### src/design/mcs_consts.vh
`ifndef MCS_CONSTS_VH
`define MCS_CONSTS_VH

// Register byte offsets
`define MCS_OFF_MCKCFG 8'h00
`define MCS_OFF_STATUS 8'h04
`define MCS_OFF_IRQSTS 8'h08
`define MCS_OFF_IRQEN 8'h0C
`define MCS_OFF_PENA 8'h10
`define MCS_OFF_PDIS 8'h14
`define MCS_OFF_PSTATE 8'h18
`define MCS_OFF_PCFG_PAGE 4'h2
`define MCS_OFF_SYN_PAGE 4'h3

// Master clock config fields
`define MCS_CSS_MSB 1
`define MCS_CSS_LSB 0
`define MCS_CLOCK_DIVIDER_SELECT_MSB 6
`define MCS_CLOCK_DIVIDER_SELECT_LSB 4

// Programmable clock config fields
`define MCS_PCSS_MSB 2
`define MCS_PCSS_LSB 0

// Synth config settle count field
`define MCS_SCNT_MSB 13
`define MCS_SCNT_LSB 8

// Status bit positions
`define MCS_ST_LOCK_LSB 1
`define MCS_ST_MAIN_CLK_READY_FLAG 3
`define MCS_ST_PCKRDY_LSB 8
`define MCS_IRQ_BITS 32'h0000070E

// Master source encodings
`define MCS_SRC_SLOW 2'h0
`define MCS_SRC_MAIN 2'h1
`define MCS_SRC_SYNA 2'h2
`define MCS_SRC_SYNB 2'h3

// Programmable source encodings (index into source vector)
`define MCS_PSRC_SLOW 3'h0
`define MCS_PSRC_MAIN 3'h1
`define MCS_PSRC_MCK 3'h2
`define MCS_PSRC_SYNA 3'h3
`define MCS_PSRC_SYNB 3'h4

// Reset values
`define MCS_MCKCFG_RST 2'h0
`define MCS_STATUS_RST 32'h0000000E
`define MCS_PCFG_RST 6'h00

// Settle times in core clock cycles
`define MCS_MCK_SETTLE 4'h4
`define MCS_PCK_SETTLE 4'h2

`endif

### src/design/mcs_clock_switch.v
// Summary of operation
// Software splits source and prescaler changes into two separate writes.
// Moving to a synth: prescaler first, wait ready, then source.
// Moving to main or slow: source first, wait ready, then prescaler.
// Ready flag drops on source or prescaler change, rises once stable.
// Software waits for ready before using master clock.
// Ready flag rising can raise the interrupt when enabled.
// Rewriting selected synth config drops ready until lock returns.
// Unlocked first synth falls back to slow, second to main.
// Three programmable outputs with write-one enable, disable, state.
// All programmable outputs disabled after reset.
// Programmable source: main, slow, master, either synth; slow default.
// Programmable output is source divided by 1 to 64, powers of two.
// Prescaler resets to zero, output equals slow clock.
// Enabled programmable clock sets ready flag, optional interrupt.
// Whole programmable config accepted in one write.
// Software disables output before changing its source or prescaler.
// Synth lock flag set after programmed count of slow clock edges.
// Disable clears ready and holds output low.
//
// Decided for this implementation: the APB register port and the address map.
`timescale 1ns/1ps
`default_nettype none
`include "mcs_consts.vh"

module mcs_clock_switch (
    input wire core_clk,
    input wire rst,
    input wire psel,
    input wire penable,
    input wire pwrite,
    input wire [7:0] paddr,
    input wire [31:0] pwdata,
    output reg [31:0] prdata,
    output reg pready,
    output reg pslverr,
    input wire slow_clk_lvl,
    input wire main_clk_lvl,
    input wire first_synth_output,
    input wire second_synth_output,
    output reg master_clk_out,
    output wire [2:0] prog_clock_out,
    output reg irq
);

    function div_tap;
        input lvl;
        input [5:0] cnt;
        input [2:0] p;
        begin
            case (p)
                3'h0: div_tap = lvl;
                3'h1: div_tap = cnt[0];
                3'h2: div_tap = cnt[1];
                3'h3: div_tap = cnt[2];
                3'h4: div_tap = cnt[3];
                3'h5: div_tap = cnt[4];
                default: div_tap = cnt[5];
            endcase
        end
    endfunction

    reg [1:0] css_ff;
    reg [2:0] clock_divider_select_ff;
    reg mck_rdy_ff;
    reg [3:0] mck_cnt_ff;
    reg [5:0] mck_div_ff;
    reg [4:0] src_prev_ff;
    reg [31:0] st_prev_ff;
    reg [31:0] irq_sts_ff;
    reg [31:0] irq_en_ff;
    reg [31:0] rd_mux;
    reg rd_hit;
    reg [2:0] mck_idx;
    reg [31:0] nxt_irq_sts;
    reg [31:0] nxt_irq_en;
    reg [2:0] mck_st_ff;
    reg [2:0] nxt_mck_st;
    reg [3:0] nxt_mck_cnt;
    reg nxt_mck_rdy;

    // Master ready sequencer, one-hot
    localparam [2:0] st_ready = 3'b001;
    localparam [2:0] st_settle = 3'b010;
    localparam [2:0] st_relock = 3'b100;

    wire [1:0] lock_w;
    wire [27:0] syn_cfg_w;
    wire [2:0] pck_en_w;
    wire [2:0] pck_rdy_w;
    wire [17:0] pck_cfg_w;
    wire [4:0] src_lvl;
    wire [4:0] src_rise;
    wire acc_first;
    wire wr_acc;
    wire [31:0] status_w;
    wire [31:0] events_w;
    wire mck_wr;
    wire mck_change;
    wire syn_unlocked;

    assign src_lvl = {second_synth_output, first_synth_output,
                      master_clk_out, main_clk_lvl, slow_clk_lvl};
    assign src_rise = src_lvl & ~src_prev_ff;
    assign acc_first = psel & penable & ~pready;
    assign wr_acc = psel & penable & pready & pwrite;

    assign status_w = {21'h000000, pck_rdy_w, 4'h0, mck_rdy_ff,
                       lock_w, 1'b0};
    // Sticky events come from rising edges of the status flags
    assign events_w = status_w & ~st_prev_ff & `MCS_IRQ_BITS;

    // Device does not police split writes; it just reacts to each one
    // per-write compare
    assign mck_wr = wr_acc & (paddr == `MCS_OFF_MCKCFG);
    assign mck_change = mck_wr &
        ((pwdata[`MCS_CSS_MSB:`MCS_CSS_LSB] != css_ff) |
         (pwdata[`MCS_CLOCK_DIVIDER_SELECT_MSB:`MCS_CLOCK_DIVIDER_SELECT_LSB] != clock_divider_select_ff));
    assign syn_unlocked = ((css_ff == `MCS_SRC_SYNA) & ~lock_w[0]) |
                          ((css_ff == `MCS_SRC_SYNB) & ~lock_w[1]);

    // fallback source choice
    always @* begin
        case (css_ff)
            `MCS_SRC_MAIN: mck_idx = `MCS_PSRC_MAIN;
            `MCS_SRC_SYNA: mck_idx = lock_w[0] ? `MCS_PSRC_SYNA
                                               : `MCS_PSRC_SLOW;
            `MCS_SRC_SYNB: mck_idx = lock_w[1] ? `MCS_PSRC_SYNB
                                               : `MCS_PSRC_MAIN;
            default: mck_idx = `MCS_PSRC_SLOW;
        endcase
    end

    // drop ready then settle
    // relock holds ready low
    always @* begin
        nxt_mck_st = mck_st_ff;
        nxt_mck_cnt = mck_cnt_ff;
        nxt_mck_rdy = mck_rdy_ff;
        if (mck_change | syn_unlocked) begin
            // A change in mid-settle restarts the whole wait
            nxt_mck_st = syn_unlocked ? st_relock : st_settle;
            nxt_mck_cnt = `MCS_MCK_SETTLE;
            nxt_mck_rdy = 1'b0;
        end else begin
            case (mck_st_ff)
                st_relock: begin
                    // Lock is back; the master clock still needs settling
                    nxt_mck_st = st_settle;
                    nxt_mck_cnt = mck_cnt_ff - 4'h1;
                end
                st_settle: begin
                    if (mck_cnt_ff != 4'h0) begin
                        nxt_mck_cnt = mck_cnt_ff - 4'h1;
                    end else begin
                        nxt_mck_st = st_ready;
                        nxt_mck_rdy = 1'b1;
                    end
                end
                default: begin
                    nxt_mck_st = st_ready;
                    nxt_mck_rdy = 1'b1;
                end
            endcase
        end
    end

    always @(posedge core_clk) begin
        if (rst) begin
            css_ff <= `MCS_MCKCFG_RST;
            clock_divider_select_ff <= 3'h0;
            mck_st_ff <= st_ready;
            mck_rdy_ff <= 1'b1;
            mck_cnt_ff <= 4'h0;
            mck_div_ff <= 6'h00;
            master_clk_out <= 1'b0;
            // Track the pins during reset so no false edge follows it
            src_prev_ff <= src_lvl;
        end else begin
            src_prev_ff <= src_lvl;
            if (mck_wr) begin
                css_ff <= pwdata[`MCS_CSS_MSB:`MCS_CSS_LSB];
                clock_divider_select_ff <= pwdata[`MCS_CLOCK_DIVIDER_SELECT_MSB:`MCS_CLOCK_DIVIDER_SELECT_LSB];
            end
            mck_st_ff <= nxt_mck_st;
            mck_rdy_ff <= nxt_mck_rdy;
            mck_cnt_ff <= nxt_mck_cnt;
            if (src_rise[mck_idx])
                mck_div_ff <= mck_div_ff + 6'h01;
            master_clk_out <= div_tap(src_lvl[mck_idx], mck_div_ff,
                                      clock_divider_select_ff);
        end
    end

    genvar g;
    generate
        for (g = 0; g < 2; g = g + 1) begin : g_syn
            reg lock_ff;
            reg [5:0] cnt_ff;
            reg [13:0] cfg_ff;
            wire syn_wr;
            assign syn_wr = wr_acc &
                (paddr[7:4] == `MCS_OFF_SYN_PAGE) &
                (paddr[3:2] == g) & (paddr[1:0] == 2'h0);
            assign lock_w[g] = lock_ff;
            assign syn_cfg_w[g*14 +: 14] = cfg_ff;
            // count slow edges to lock
            always @(posedge core_clk) begin
                if (rst) begin
                    lock_ff <= 1'b1;
                    cnt_ff <= 6'h00;
                    cfg_ff <= 14'h0000;
                end else if (syn_wr) begin
                    lock_ff <= 1'b0;
                    cnt_ff <= pwdata[`MCS_SCNT_MSB:`MCS_SCNT_LSB];
                    cfg_ff <= pwdata[13:0];
                end else if (~lock_ff & src_rise[`MCS_PSRC_SLOW]) begin
                    if (cnt_ff == 6'h00)
                        lock_ff <= 1'b1;
                    else
                        cnt_ff <= cnt_ff - 6'h01;
                end
            end
        end
    endgenerate

    genvar i;
    generate
        for (i = 0; i < 3; i = i + 1) begin : g_pck
            reg en_ff;
            reg rdy_ff;
            reg [3:0] cnt_ff;
            reg [5:0] div_ff;
            reg [5:0] cfg_ff;
            reg out_ff;
            wire [2:0] sel;
            wire ena;
            wire dis;
            wire cfg_wr;
            assign sel = (cfg_ff[2:0] > `MCS_PSRC_SYNB) ? `MCS_PSRC_SLOW
                                                        : cfg_ff[2:0];
            assign ena = wr_acc & (paddr == `MCS_OFF_PENA) & pwdata[i];
            assign dis = wr_acc & (paddr == `MCS_OFF_PDIS) & pwdata[i];
            assign cfg_wr = wr_acc &
                (paddr[7:4] == `MCS_OFF_PCFG_PAGE) &
                (paddr[3:2] == i) & (paddr[1:0] == 2'h0);
            assign pck_en_w[i] = en_ff;
            assign pck_rdy_w[i] = rdy_ff;
            assign pck_cfg_w[i*6 +: 6] = cfg_ff;
            assign prog_clock_out[i] = out_ff;
            always @(posedge core_clk) begin
                // disabled after reset
                // prescaler and source reset to zero
                if (rst) begin
                    en_ff <= 1'b0;
                    rdy_ff <= 1'b0;
                    cnt_ff <= 4'h0;
                    div_ff <= 6'h00;
                    cfg_ff <= `MCS_PCFG_RST;
                    out_ff <= 1'b0;
                end else begin
                    // whole config in one write
                    if (cfg_wr)
                        cfg_ff <= {pwdata[6:4], pwdata[2:0]};
                    // write-one enable and disable
                    // disable clears ready
                    if (dis) begin
                        en_ff <= 1'b0;
                        rdy_ff <= 1'b0;
                    end else if (ena & ~en_ff) begin
                        en_ff <= 1'b1;
                        rdy_ff <= 1'b0;
                        cnt_ff <= `MCS_PCK_SETTLE;
                    end else if (en_ff & ~rdy_ff) begin
                        // ready after settle
                        if (cnt_ff == 4'h0)
                            rdy_ff <= 1'b1;
                        else
                            cnt_ff <= cnt_ff - 4'h1;
                    end
                    // selected source
                    if (~en_ff)
                        div_ff <= 6'h00;
                    else if (src_rise[sel])
                        div_ff <= div_ff + 6'h01;
                    // power-of-two divide
                    // held low until ready
                    out_ff <= rdy_ff & ~dis &
                              div_tap(src_lvl[sel], div_ff, cfg_ff[5:3]);
                end
            end
        end
    endgenerate

    always @* begin
        rd_hit = 1'b1;
        rd_mux = 32'h00000000;
        case (paddr)
            `MCS_OFF_MCKCFG: rd_mux = {25'h0000000, clock_divider_select_ff, 2'h0, css_ff};
            `MCS_OFF_STATUS: rd_mux = status_w;
            `MCS_OFF_IRQSTS: rd_mux = irq_sts_ff;
            `MCS_OFF_IRQEN: rd_mux = irq_en_ff;
            `MCS_OFF_PENA: rd_mux = 32'h00000000;
            `MCS_OFF_PDIS: rd_mux = 32'h00000000;
            `MCS_OFF_PSTATE: rd_mux = {29'h00000000, pck_en_w};
            8'h20: rd_mux = {25'h0000000, pck_cfg_w[5:3], 1'b0,
                             pck_cfg_w[2:0]};
            8'h24: rd_mux = {25'h0000000, pck_cfg_w[11:9], 1'b0,
                             pck_cfg_w[8:6]};
            8'h28: rd_mux = {25'h0000000, pck_cfg_w[17:15], 1'b0,
                             pck_cfg_w[14:12]};
            8'h30: rd_mux = {18'h00000, syn_cfg_w[13:0]};
            8'h34: rd_mux = {18'h00000, syn_cfg_w[27:14]};
            default: rd_hit = 1'b0;
        endcase
    end

    // Event set beats a same-cycle write-one clear
    always @* begin
        nxt_irq_sts = irq_sts_ff;
        nxt_irq_en = irq_en_ff;
        if (wr_acc & (paddr == `MCS_OFF_IRQSTS))
            nxt_irq_sts = irq_sts_ff & ~pwdata;
        if (wr_acc & (paddr == `MCS_OFF_IRQEN))
            nxt_irq_en = pwdata & `MCS_IRQ_BITS;
        // ready rise is an event
        // programmable ready rise too
        nxt_irq_sts = nxt_irq_sts | events_w;
    end

    // One wait state keeps every bus output registered
    always @(posedge core_clk) begin
        if (rst) begin
            pready <= 1'b0;
            pslverr <= 1'b0;
            prdata <= 32'h00000000;
            irq_sts_ff <= 32'h00000000;
            irq_en_ff <= 32'h00000000;
            // Matches the reset status so no false event follows reset
            st_prev_ff <= `MCS_STATUS_RST;
            irq <= 1'b0;
        end else begin
            pready <= acc_first;
            pslverr <= acc_first & ~rd_hit;
            if (acc_first & ~pwrite)
                prdata <= rd_mux;
            st_prev_ff <= status_w;
            irq_sts_ff <= nxt_irq_sts;
            irq_en_ff <= nxt_irq_en;
            // masked level interrupt
            irq <= |(nxt_irq_sts & nxt_irq_en);
        end
    end

endmodule // mcs_clock_switch

`default_nettype wire

### config.mk
export PLATFORM = sky130hd
export DESIGN_NAME = mcs_clock_switch
export DESIGN_NICKNAME = d
export VERILOG_FILES = /design/src/design/mcs_clock_switch.v
export VERILOG_INCLUDE_DIRS = /design/src /design/src/design
export SDC_FILE = /design/constraint.sdc
export NUM_CORES = 1
export LEC_CHECK = 0
export ABC_AREA = 1
export BUFFER_PORTS_ARGS = -buffer_cell sky130_fd_sc_hd__buf_4
export CAP_MARGIN = 5
export CORE_MARGIN = 2
export CORE_UTILIZATION = 41
export DETAILED_ROUTE_END_ITERATION = 10
export SYNTH_ARGS = -nofsm -noshare
export SYNTH_HDL_FRONTEND = slang
export SYNTH_SLANG_ARGS = --single-unit
### constraint.sdc
create_clock -name core_clk -period 1.7 [get_ports core_clk]
set_input_delay 0.34 -clock core_clk [delete_from_list [all_inputs] [get_ports core_clk]]
set_output_delay 0.34 -clock core_clk [all_outputs]
set_load 0.01 [all_outputs]
==> impl_metrics.tcl, run 1 <==
set metrics [dict create \
    holdPathStages 2 \
    maxSlewHeadroom 0.6705 \
    timing.final.crit_period_ns 1.700 \
    cell_depth_of_the_worst_flop_to_flop_path 14 \
    critical_path_arrival_ns 2.12 \
    cp_common_cell "sky130_fd_sc_hd__nand2_1" \
    crit_path_start_kind "flip-flop" \
    hold_viol_final 0 \
    number_of_i_o_port_buffers 87 \
    antenna_found_initial 0 \
    tritoncts "built" \
    transition_time_at_the_pin_with_the_least_slew_margin_ns 0.4924 \
    final_common_cell "sky130_fd_sc_hd__nand2_1" \
    worstSetupEndpointType "flip-flop" \
    maximum_resistive_drop_on_vdd_mv 0.6743 \
    via_total_after_detailed_routing 10750 \
    pin_count 88 \
    run_status "finished, final reports clean" \
    cts.sinks 229 \
    syn_area_sq_um 10660 \
    clock-root-buffer "sky130_fd_sc_hd__clkbuf_16" \
    floorplan.die_area_sq_um 27310 \
    drt_pass1_iterations 6 \
    dp_cells 2035 \
    maximum_number_of_pins_on_one_net_before_global_route_repair 67 \
    p_comb_frac 0.045 \
    ctsHtreeMaxLevel 1 \
    clk_transition_reported_paths_ns 0.06 \
    grt_pass1_wl_um 50360 \
    ys_ff_latch 229 \
    fp.dieH_um 165.3 \
    final-instance-count-excl-fill 2101 \
    clock-skew-final_ns 0.01128 \
    totalWireLength_um 32490 \
    power.share.clock 0.502 \
    grt_overflow 0 \
    grt_pass1_vias 9728 \
    global_route.usage.total 0.2335 \
    synth_nets 1593 \
    layout.nets 1806 \
    layout_common_cells "329 x sky130_fd_sc_hd__nand2_1, 225 x sky130_fd_sc_hd__dfxtp_1, 225 x sky130_fd_sc_hd__buf_4, 186 x sky130_fd_sc_hd__inv_1, 158 x sky130_fd_sc_hd__a21oi_1" \
    synth_xor_area_frac 0.01807 \
    leakage_nw 5.789 \
    switching_portion_of_total_power 0.2247 \
    number_of_inserted_filler_cells_in_the_final_layout 2507 \
    initial_core_util 0.4139 \
    fin_setup_tns_ns 0 \
    hold_path.class "input port to flip-flop" \
    route.detailed.vias_per_inst 5.119 \
    fmaxAchievable_ghz 0.5884 \
    layout.cell_area.non_filler_sq_um 13920 \
    fin_crit_sh 0.9998 \
    synth_sequential_area_ratio 0.4299 \
    maxCapViolations 0 \
    cts_buffers 27 \
    critical_path.cell_chain "nand2_2 -> nor2_4 -> inv_4 -> nor2_4 -> buf_12 -> buf_8 -> buf_4 -> nand2_1 -> nand3_1 -> nand2_1 -> nor2_1 -> nand2_1 -> nor2_1 -> a21oi_1" \
    power_density_nw_per_um2 853.7 \
    drc 0 \
    maxSlewViolCount 0 \
    yosysWarningCount 0 \
    required_ns 2.12 \
    critical_path.max_stage_delay_ns 0.33 \
    yosys.area_share.simple 0.2751 \
    drtAntennaViolNets 0 \
    clk_path_buf_depth 3 \
    detailed_place.area_sq_um 12600 \
    master_of_the_slowest_instance_on_the_critical_path "sky130_fd_sc_hd__dfxtp_2" \
    placer_congestion_estimate 0.8957 \
    p_sw_mw 2.670 \
    layout_cell_share_with_drive_strength_beyond_1 0.2067 \
    post_synthesis_area_per_instance_sq_um 6.960 \
    worst-setup-path-type "flip-flop to flip-flop" \
    netlist_instances 1532 \
    detailedPlacementHpwl_um 23330 \
    diodes_inserted 0 \
    synth_top_family_by_area "simple AND/OR/NAND/NOR gates" \
    floorplan.die.width_um 165.3 \
    rows 59 \
    multi_input_comb_area_sq_um 5260 \
    clkLatencyLatePin_ns 0.54 \
    cell_internal_pwr_mw 9.213 \
    dr.first_iter.drc_count 764 \
    grt_setup_unrepaired "true" \
    timing.critical_path.fanout_max 6 \
    setup_viol 0 \
    synth_mux_area_frac 0 \
    core-area_sq_um 25760 \
    regArea_sq_um 4589 \
    report.power.total_mw 11.88 \
    syn2layout_area_growth_pct 30.54 \
    seq_power_share 0.453 \
    yosys.area_share.adder 0.01408 \
    synth_cell_types 44 \
    synth_compound_gate_area_share 0.1691 \
    wl_per_cell_um 15.46 \
]
[state kept, by name, indices dropped and copies added, names as in the netlist, 2 cells and up]
name and cells:
clock_divider_select_ff 3, css_ff 2, g_pck.cfg_ff 18, g_pck.cnt_ff 12, g_pck.div_ff 18, g_pck.en_ff 3, g_pck.out_ff 3, g_pck.rdy_ff 3
g_syn.cfg_ff 28, g_syn.cnt_ff 12, g_syn.lock_ff 2, irq_en_ff 32, irq_sts_ff 32, mck_cnt_ff 4, mck_div_ff 6, mck_st_ff 3
prdata 32, src_prev_ff 5, st_prev_ff 6
[final timing paths]
check | from | endpoint | slack [ns]
setup / recovery | pready | irq | 0.0004
hold / removal | slow_clk_lvl | src_prev_ff[0] | 0.04
setup reg to reg | pready | irq | 0.0004
hold reg to reg | irq_sts_ff[25] | irq_sts_ff[25] | 0.45
[layer usage]
layer  track usage  share of wire  wire length [um]
met1        0.3295           0.47             15170
met2        0.3731           0.44             14400
met3       0.03222          0.065              2107
met4       0.06482          0.025               810
met5             0              0                 0
[cells by family after synthesis]
logic type | count (synthesis)
flops | 229
fa+ha+maj | 12
compound gates | 332
buf+inv | 251
simple gates | 686
xor+xnor | 22
[synthesized netlist by cell type (all sizes together)]
cell type	number	area (sq um)
a21boi	2	15.01
nand3b	2	18.77
o211ai	9	72.57
nor4	3	18.77
buf	27	158.9
o31ai	4	30.03
nor3b	2	15.01
o221ai	6	52.55
o21ai	107	539.3
dfxtp	229	4584
nand3	91	460.4
or2	8	50.05
a311oi	2	17.52
a21oi	162	810.8
o21a	1	7.510
nand2	349	1328
clkbuf	32	120.1
o311ai	1	8.760
ha	12	150.1
nor3	44	220.2
o22ai	21	131.4
a211oi	3	22.52
xor2	13	113.9
and2	1	6.260
nor2	168	703.2
o2111ai	2	17.52
xnor2	9	78.83
a31o	1	8.760
a31oi	11	68.82
inv	192	720.7
nand4	16	100.1
and3	2	12.51
[power groups by stage]
stage | Combinational, mW | Clock [mW] | Sequential, mW
6_report | 0.536 | 5.96 | 5.39
4_1_cts | 0.523 | 6.08 | 5.39
3_3_place_gp | 0.513 | 0 | 5.50
3_5_place_dp | 0.515 | 0 | 5.50
5_1_grt | 0.576 | 6.28 | 5.39
2_1_floorplan | 0.204 | 0 | 5.50
[cell type report]
class,instances,area share
clock buffers,41,0.05879
clock inverters,9,0.007910
inverters,192,0.05213
multi-input cells,1052,0.3779
flip-flops and latches,229,0.3297
well taps,335,0.03011
repair buffers,243,0.1435
[stage by stage]
step / util / setup WS [ns] / hold WS (ns)
after detailed placement: 0.4892 / -0.3898 / 0.4436
after global placement: 0.4892 / -0.3646 / 0.4396
after global routing: 0.5403 / -0.1151 / 0.03871
after CTS: 0.5316 / -0.01048 / 0.02269
after floorplan: - / 0.01299 / 0.3677
final: 0.5403 / 0.0003846 / 0.04297
[critical path, delay by kind of cell, from the launching register on]
kind            cells  cell delay (ns)
flops               1             0.33
buf+inv             4             0.45
compound gates      1             0.07
simple gates        9             0.73
[repair_timing]
action / in CTS / in global routing
gates resized for setup: 22 / 54
pin swaps: 3 / 10
hold endpoints to repair: 2 / 0
hold buffers: 2 / 0
setup buffers: 6 / 6
endpoints found under the setup margin: 7 / 48
gates cloned: 1 / 1
Note: power is estimated with default switching activity, not from simulation.
==> run 2: changes to the inputs <==
Settings changed: SETUP_SLACK_MARGIN from default to 0.2.
==> run 2 against run 1 <==
Against the previous run:
- the run now ends with negative setup slack left
- clock skew is 0.0023 ns lower
- combinational power is 16% higher
- fmax shrank 3.1%
- non-clock buffer count grew 25
- cell count grew 1.0%
- critical path type unchanged
==> impl_metrics.tcl, run 2 (synthesis results as in run 1) <==
set metrics [dict create \
    seq_power_share 0.443 \
    timing.final.crit_period_ns 1.754 \
    cell_internal_pwr_mw 9.443 \
    clock-skew-final_ns 0.008977 \
    core-area_sq_um 25760 \
    top_regs "irq_en_ff: 32 flops, irq_sts_ff: 32 flops, prdata: 32 flops" \
    required_ns 2.13 \
    layout.nets 1830 \
    layout_cell_share_with_drive_strength_beyond_1 0.3156 \
    p_comb_frac 0.051 \
    route.detailed.vias_per_inst 5.172 \
    maxSlewHeadroom 0.6574 \
    clock-root-buffer "sky130_fd_sc_hd__clkbuf_16" \
    clkLatencyLatePin_ns 0.54 \
    timing.critical_path.fanout_max 7 \
    dp_cells 2029 \
    cts_buffers 26 \
    grt_util_met2 0.3777 \
    crit_path_start_kind "flip-flop" \
    dr.first_iter.drc_count 895 \
    startpoint "pready" \
    number_of_i_o_port_buffers 87 \
    cell_depth_of_the_worst_flop_to_flop_path 10 \
    placer_congestion_estimate 0.9085 \
    run_status "finished with violations" \
    worstSetupEndpointType "flip-flop" \
    reg2reg_setup_slack_ns -0.05 \
    grt_overflow 0 \
    syn2layout_area_growth_pct 42.03 \
    transition_time_at_the_pin_with_the_least_slew_margin_ns 0.5086 \
    critical_path_arrival_ns 2.18 \
    fin_crit_sh 1.032 \
    power_density_nw_per_um2 802.0 \
    place_ws_ns -0.2804 \
    tritoncts "built" \
    switching_portion_of_total_power 0.2225 \
    floorplan.die_area_sq_um 27310 \
    critical_path.endpoint "g_pck[2].cnt_ff[3]" \
    leakage_nw 6.201 \
    via_total_after_detailed_routing 10980 \
    grt_setup_unrepaired "true" \
    diodes_inserted 0 \
    drt_pass1_iterations 5 \
    gr-max-usage-layer "met2" \
    clk_path_buf_depth 3 \
    p_sw_mw 2.702 \
    drc 0 \
    totalWireLength_um 34030 \
    rows 59 \
    maxSlewViolCount 0 \
    number_of_inserted_filler_cells_in_the_final_layout 2394 \
    detailedPlacementHpwl_um 23120 \
    drtAntennaViolNets 0 \
    initial_core_util 0.4139 \
    final_common_cell "sky130_fd_sc_hd__nand2_1" \
    critical_path.reg2reg.endpoint "g_pck[2].cnt_ff[3]" \
    violated_checks "negative setup slack" \
    global_route.usage.total 0.2402 \
    hold_path.class "input port to flip-flop" \
    hold_viol_final 0 \
    power.share.clock 0.506 \
    fin_setup_tns_ns -0.1308 \
    maximum_resistive_drop_on_vdd_mv 0.6912 \
    layout_common_cells "276 x sky130_fd_sc_hd__nand2_1, 215 x sky130_fd_sc_hd__dfxtp_1, 209 x sky130_fd_sc_hd__buf_4, 168 x sky130_fd_sc_hd__inv_1, 138 x sky130_fd_sc_hd__a21oi_1" \
    fp.dieH_um 165.3 \
    clk_transition_reported_paths_ns 0.06 \
    setup_viol 5 \
    met1_usage 0.3417 \
    grt_pass1_wl_um 52010 \
    grt_pass1_vias 9947 \
    maximum_number_of_pins_on_one_net_before_global_route_repair 67 \
    pin_count 88 \
    worst-setup-path-type "flip-flop to flip-flop" \
    grt_util_met3 0.03222 \
    maxCapViolations 0 \
    final-instance-count-excl-fill 2122 \
    final.setup.worst_slack_ns -0.05358 \
    holdPathStages 2 \
    critical_register_to_register_path_startpoint "pready" \
    report.power.total_mw 12.15 \
    cts.sinks 229 \
    fmaxAchievable_ghz 0.5703 \
    antenna_found_initial 0 \
    wl_per_cell_um 16.04 \
    ctsHtreeMaxLevel 1 \
    floorplan.die.width_um 165.3 \
]
-- run 2: changes by cell type in the layout (fill, tap and decap cells not counted), moves of 22 or more --
| cell | before | now |
|---|---|---|
| sky130_fd_sc_hd__o21ai_0 | 92 | 56 |
| sky130_fd_sc_hd__o21ai_2 | 2 | 32 |
| sky130_fd_sc_hd__nand2_4 | 2 | 24 |
| sky130_fd_sc_hd__nand2_1 | 329 | 276 |
| sky130_fd_sc_hd__nand2_2 | 18 | 47 |
| sky130_fd_sc_hd__buf_6 | 4 | 37 |
-- run 2: worst min-delay path by stage --
stage | to | slack [ns] | start
after CTS | src_prev_ff[1] | 0.01 | main_clk_lvl
after detailed placement | irq_sts_ff[26] | 0.44 | irq_sts_ff[26]
final | src_prev_ff[1] | 0.009 | main_clk_lvl
after global routing | src_prev_ff[1] | 0.007 | main_clk_lvl
after floorplan | src_prev_ff[0] | 0.37 | slow_clk_lvl
after global placement | g_syn[0].cfg_ff[4] | 0.44 | g_syn[0].cfg_ff[4]
-- run 2: per-stage QoR --
stage                     instance area (sq um)  utilization  hold slack, ns
after global routing                      15140       0.5878        0.006996
after CTS                                 14270       0.5539        0.009620
after global placement                    12660       0.4916          0.4395
after detailed placement                  12660       0.4916          0.4446
after floorplan                           10790            -          0.3677
final                                     15140       0.5878        0.009123
-- run 2: layout make-up --
type / count / area, sq um / share of cell area
clock buffer: 36 / 748.2 / 0.04941
clock inverter: 10 / 188.9 / 0.01248
inverter: 192 / 750.7 / 0.04957
multi-input combinational: 1052 / 6010 / 0.3968
sequential: 229 / 4612 / 0.3045
tap: 335 / 419.2 / 0.02768
timing repair buffer: 268 / 2416 / 0.1595
-- run 2: repair_timing --
action,4_1_cts,5_1_grt
endpoints found under the setup margin,70,133
cloned,4,3
pin swaps,36,55
endpoints found under the hold margin,1,0
gates resized for setup,164,185
hold buffers,1,0
buffers inserted,17,22
-- run 2: power by group through the flow --
stage | combinational [mW] | clock [mW] | sequential, mW
2_1_floorplan | 0.213 | 0 | 5.50
3_3_place_gp | 0.512 | 0 | 5.50
3_5_place_dp | 0.513 | 0 | 5.50
4_1_cts | 0.539 | 6.19 | 5.38
5_1_grt | 0.662 | 6.46 | 5.38
6_report | 0.621 | 6.14 | 5.38
-- run 2: per-layer routing --
metal / wire [um] / up-vias
met4: 996 / 0
met2: 15530 / 290
met1: 15800 / 5113
met5: 0 / -
met3: 1700 / 79
li1: - / 5494
-- run 2: critical path: stages (launching register included) --
cell and delay [ns]:
sky130_fd_sc_hd__dfxtp_2 0.33, sky130_fd_sc_hd__nand2_2 0.04, sky130_fd_sc_hd__nor2_2 0.09, sky130_fd_sc_hd__buf_6 0.15, sky130_fd_sc_hd__inv_8 0.05, sky130_fd_sc_hd__buf_12 0.12, sky130_fd_sc_hd__nor2_4 0.13, sky130_fd_sc_hd__nand4_1 0.27
sky130_fd_sc_hd__nand2_4 0.21, sky130_fd_sc_hd__and3_4 0.20, sky130_fd_sc_hd__nor3_2 0.04
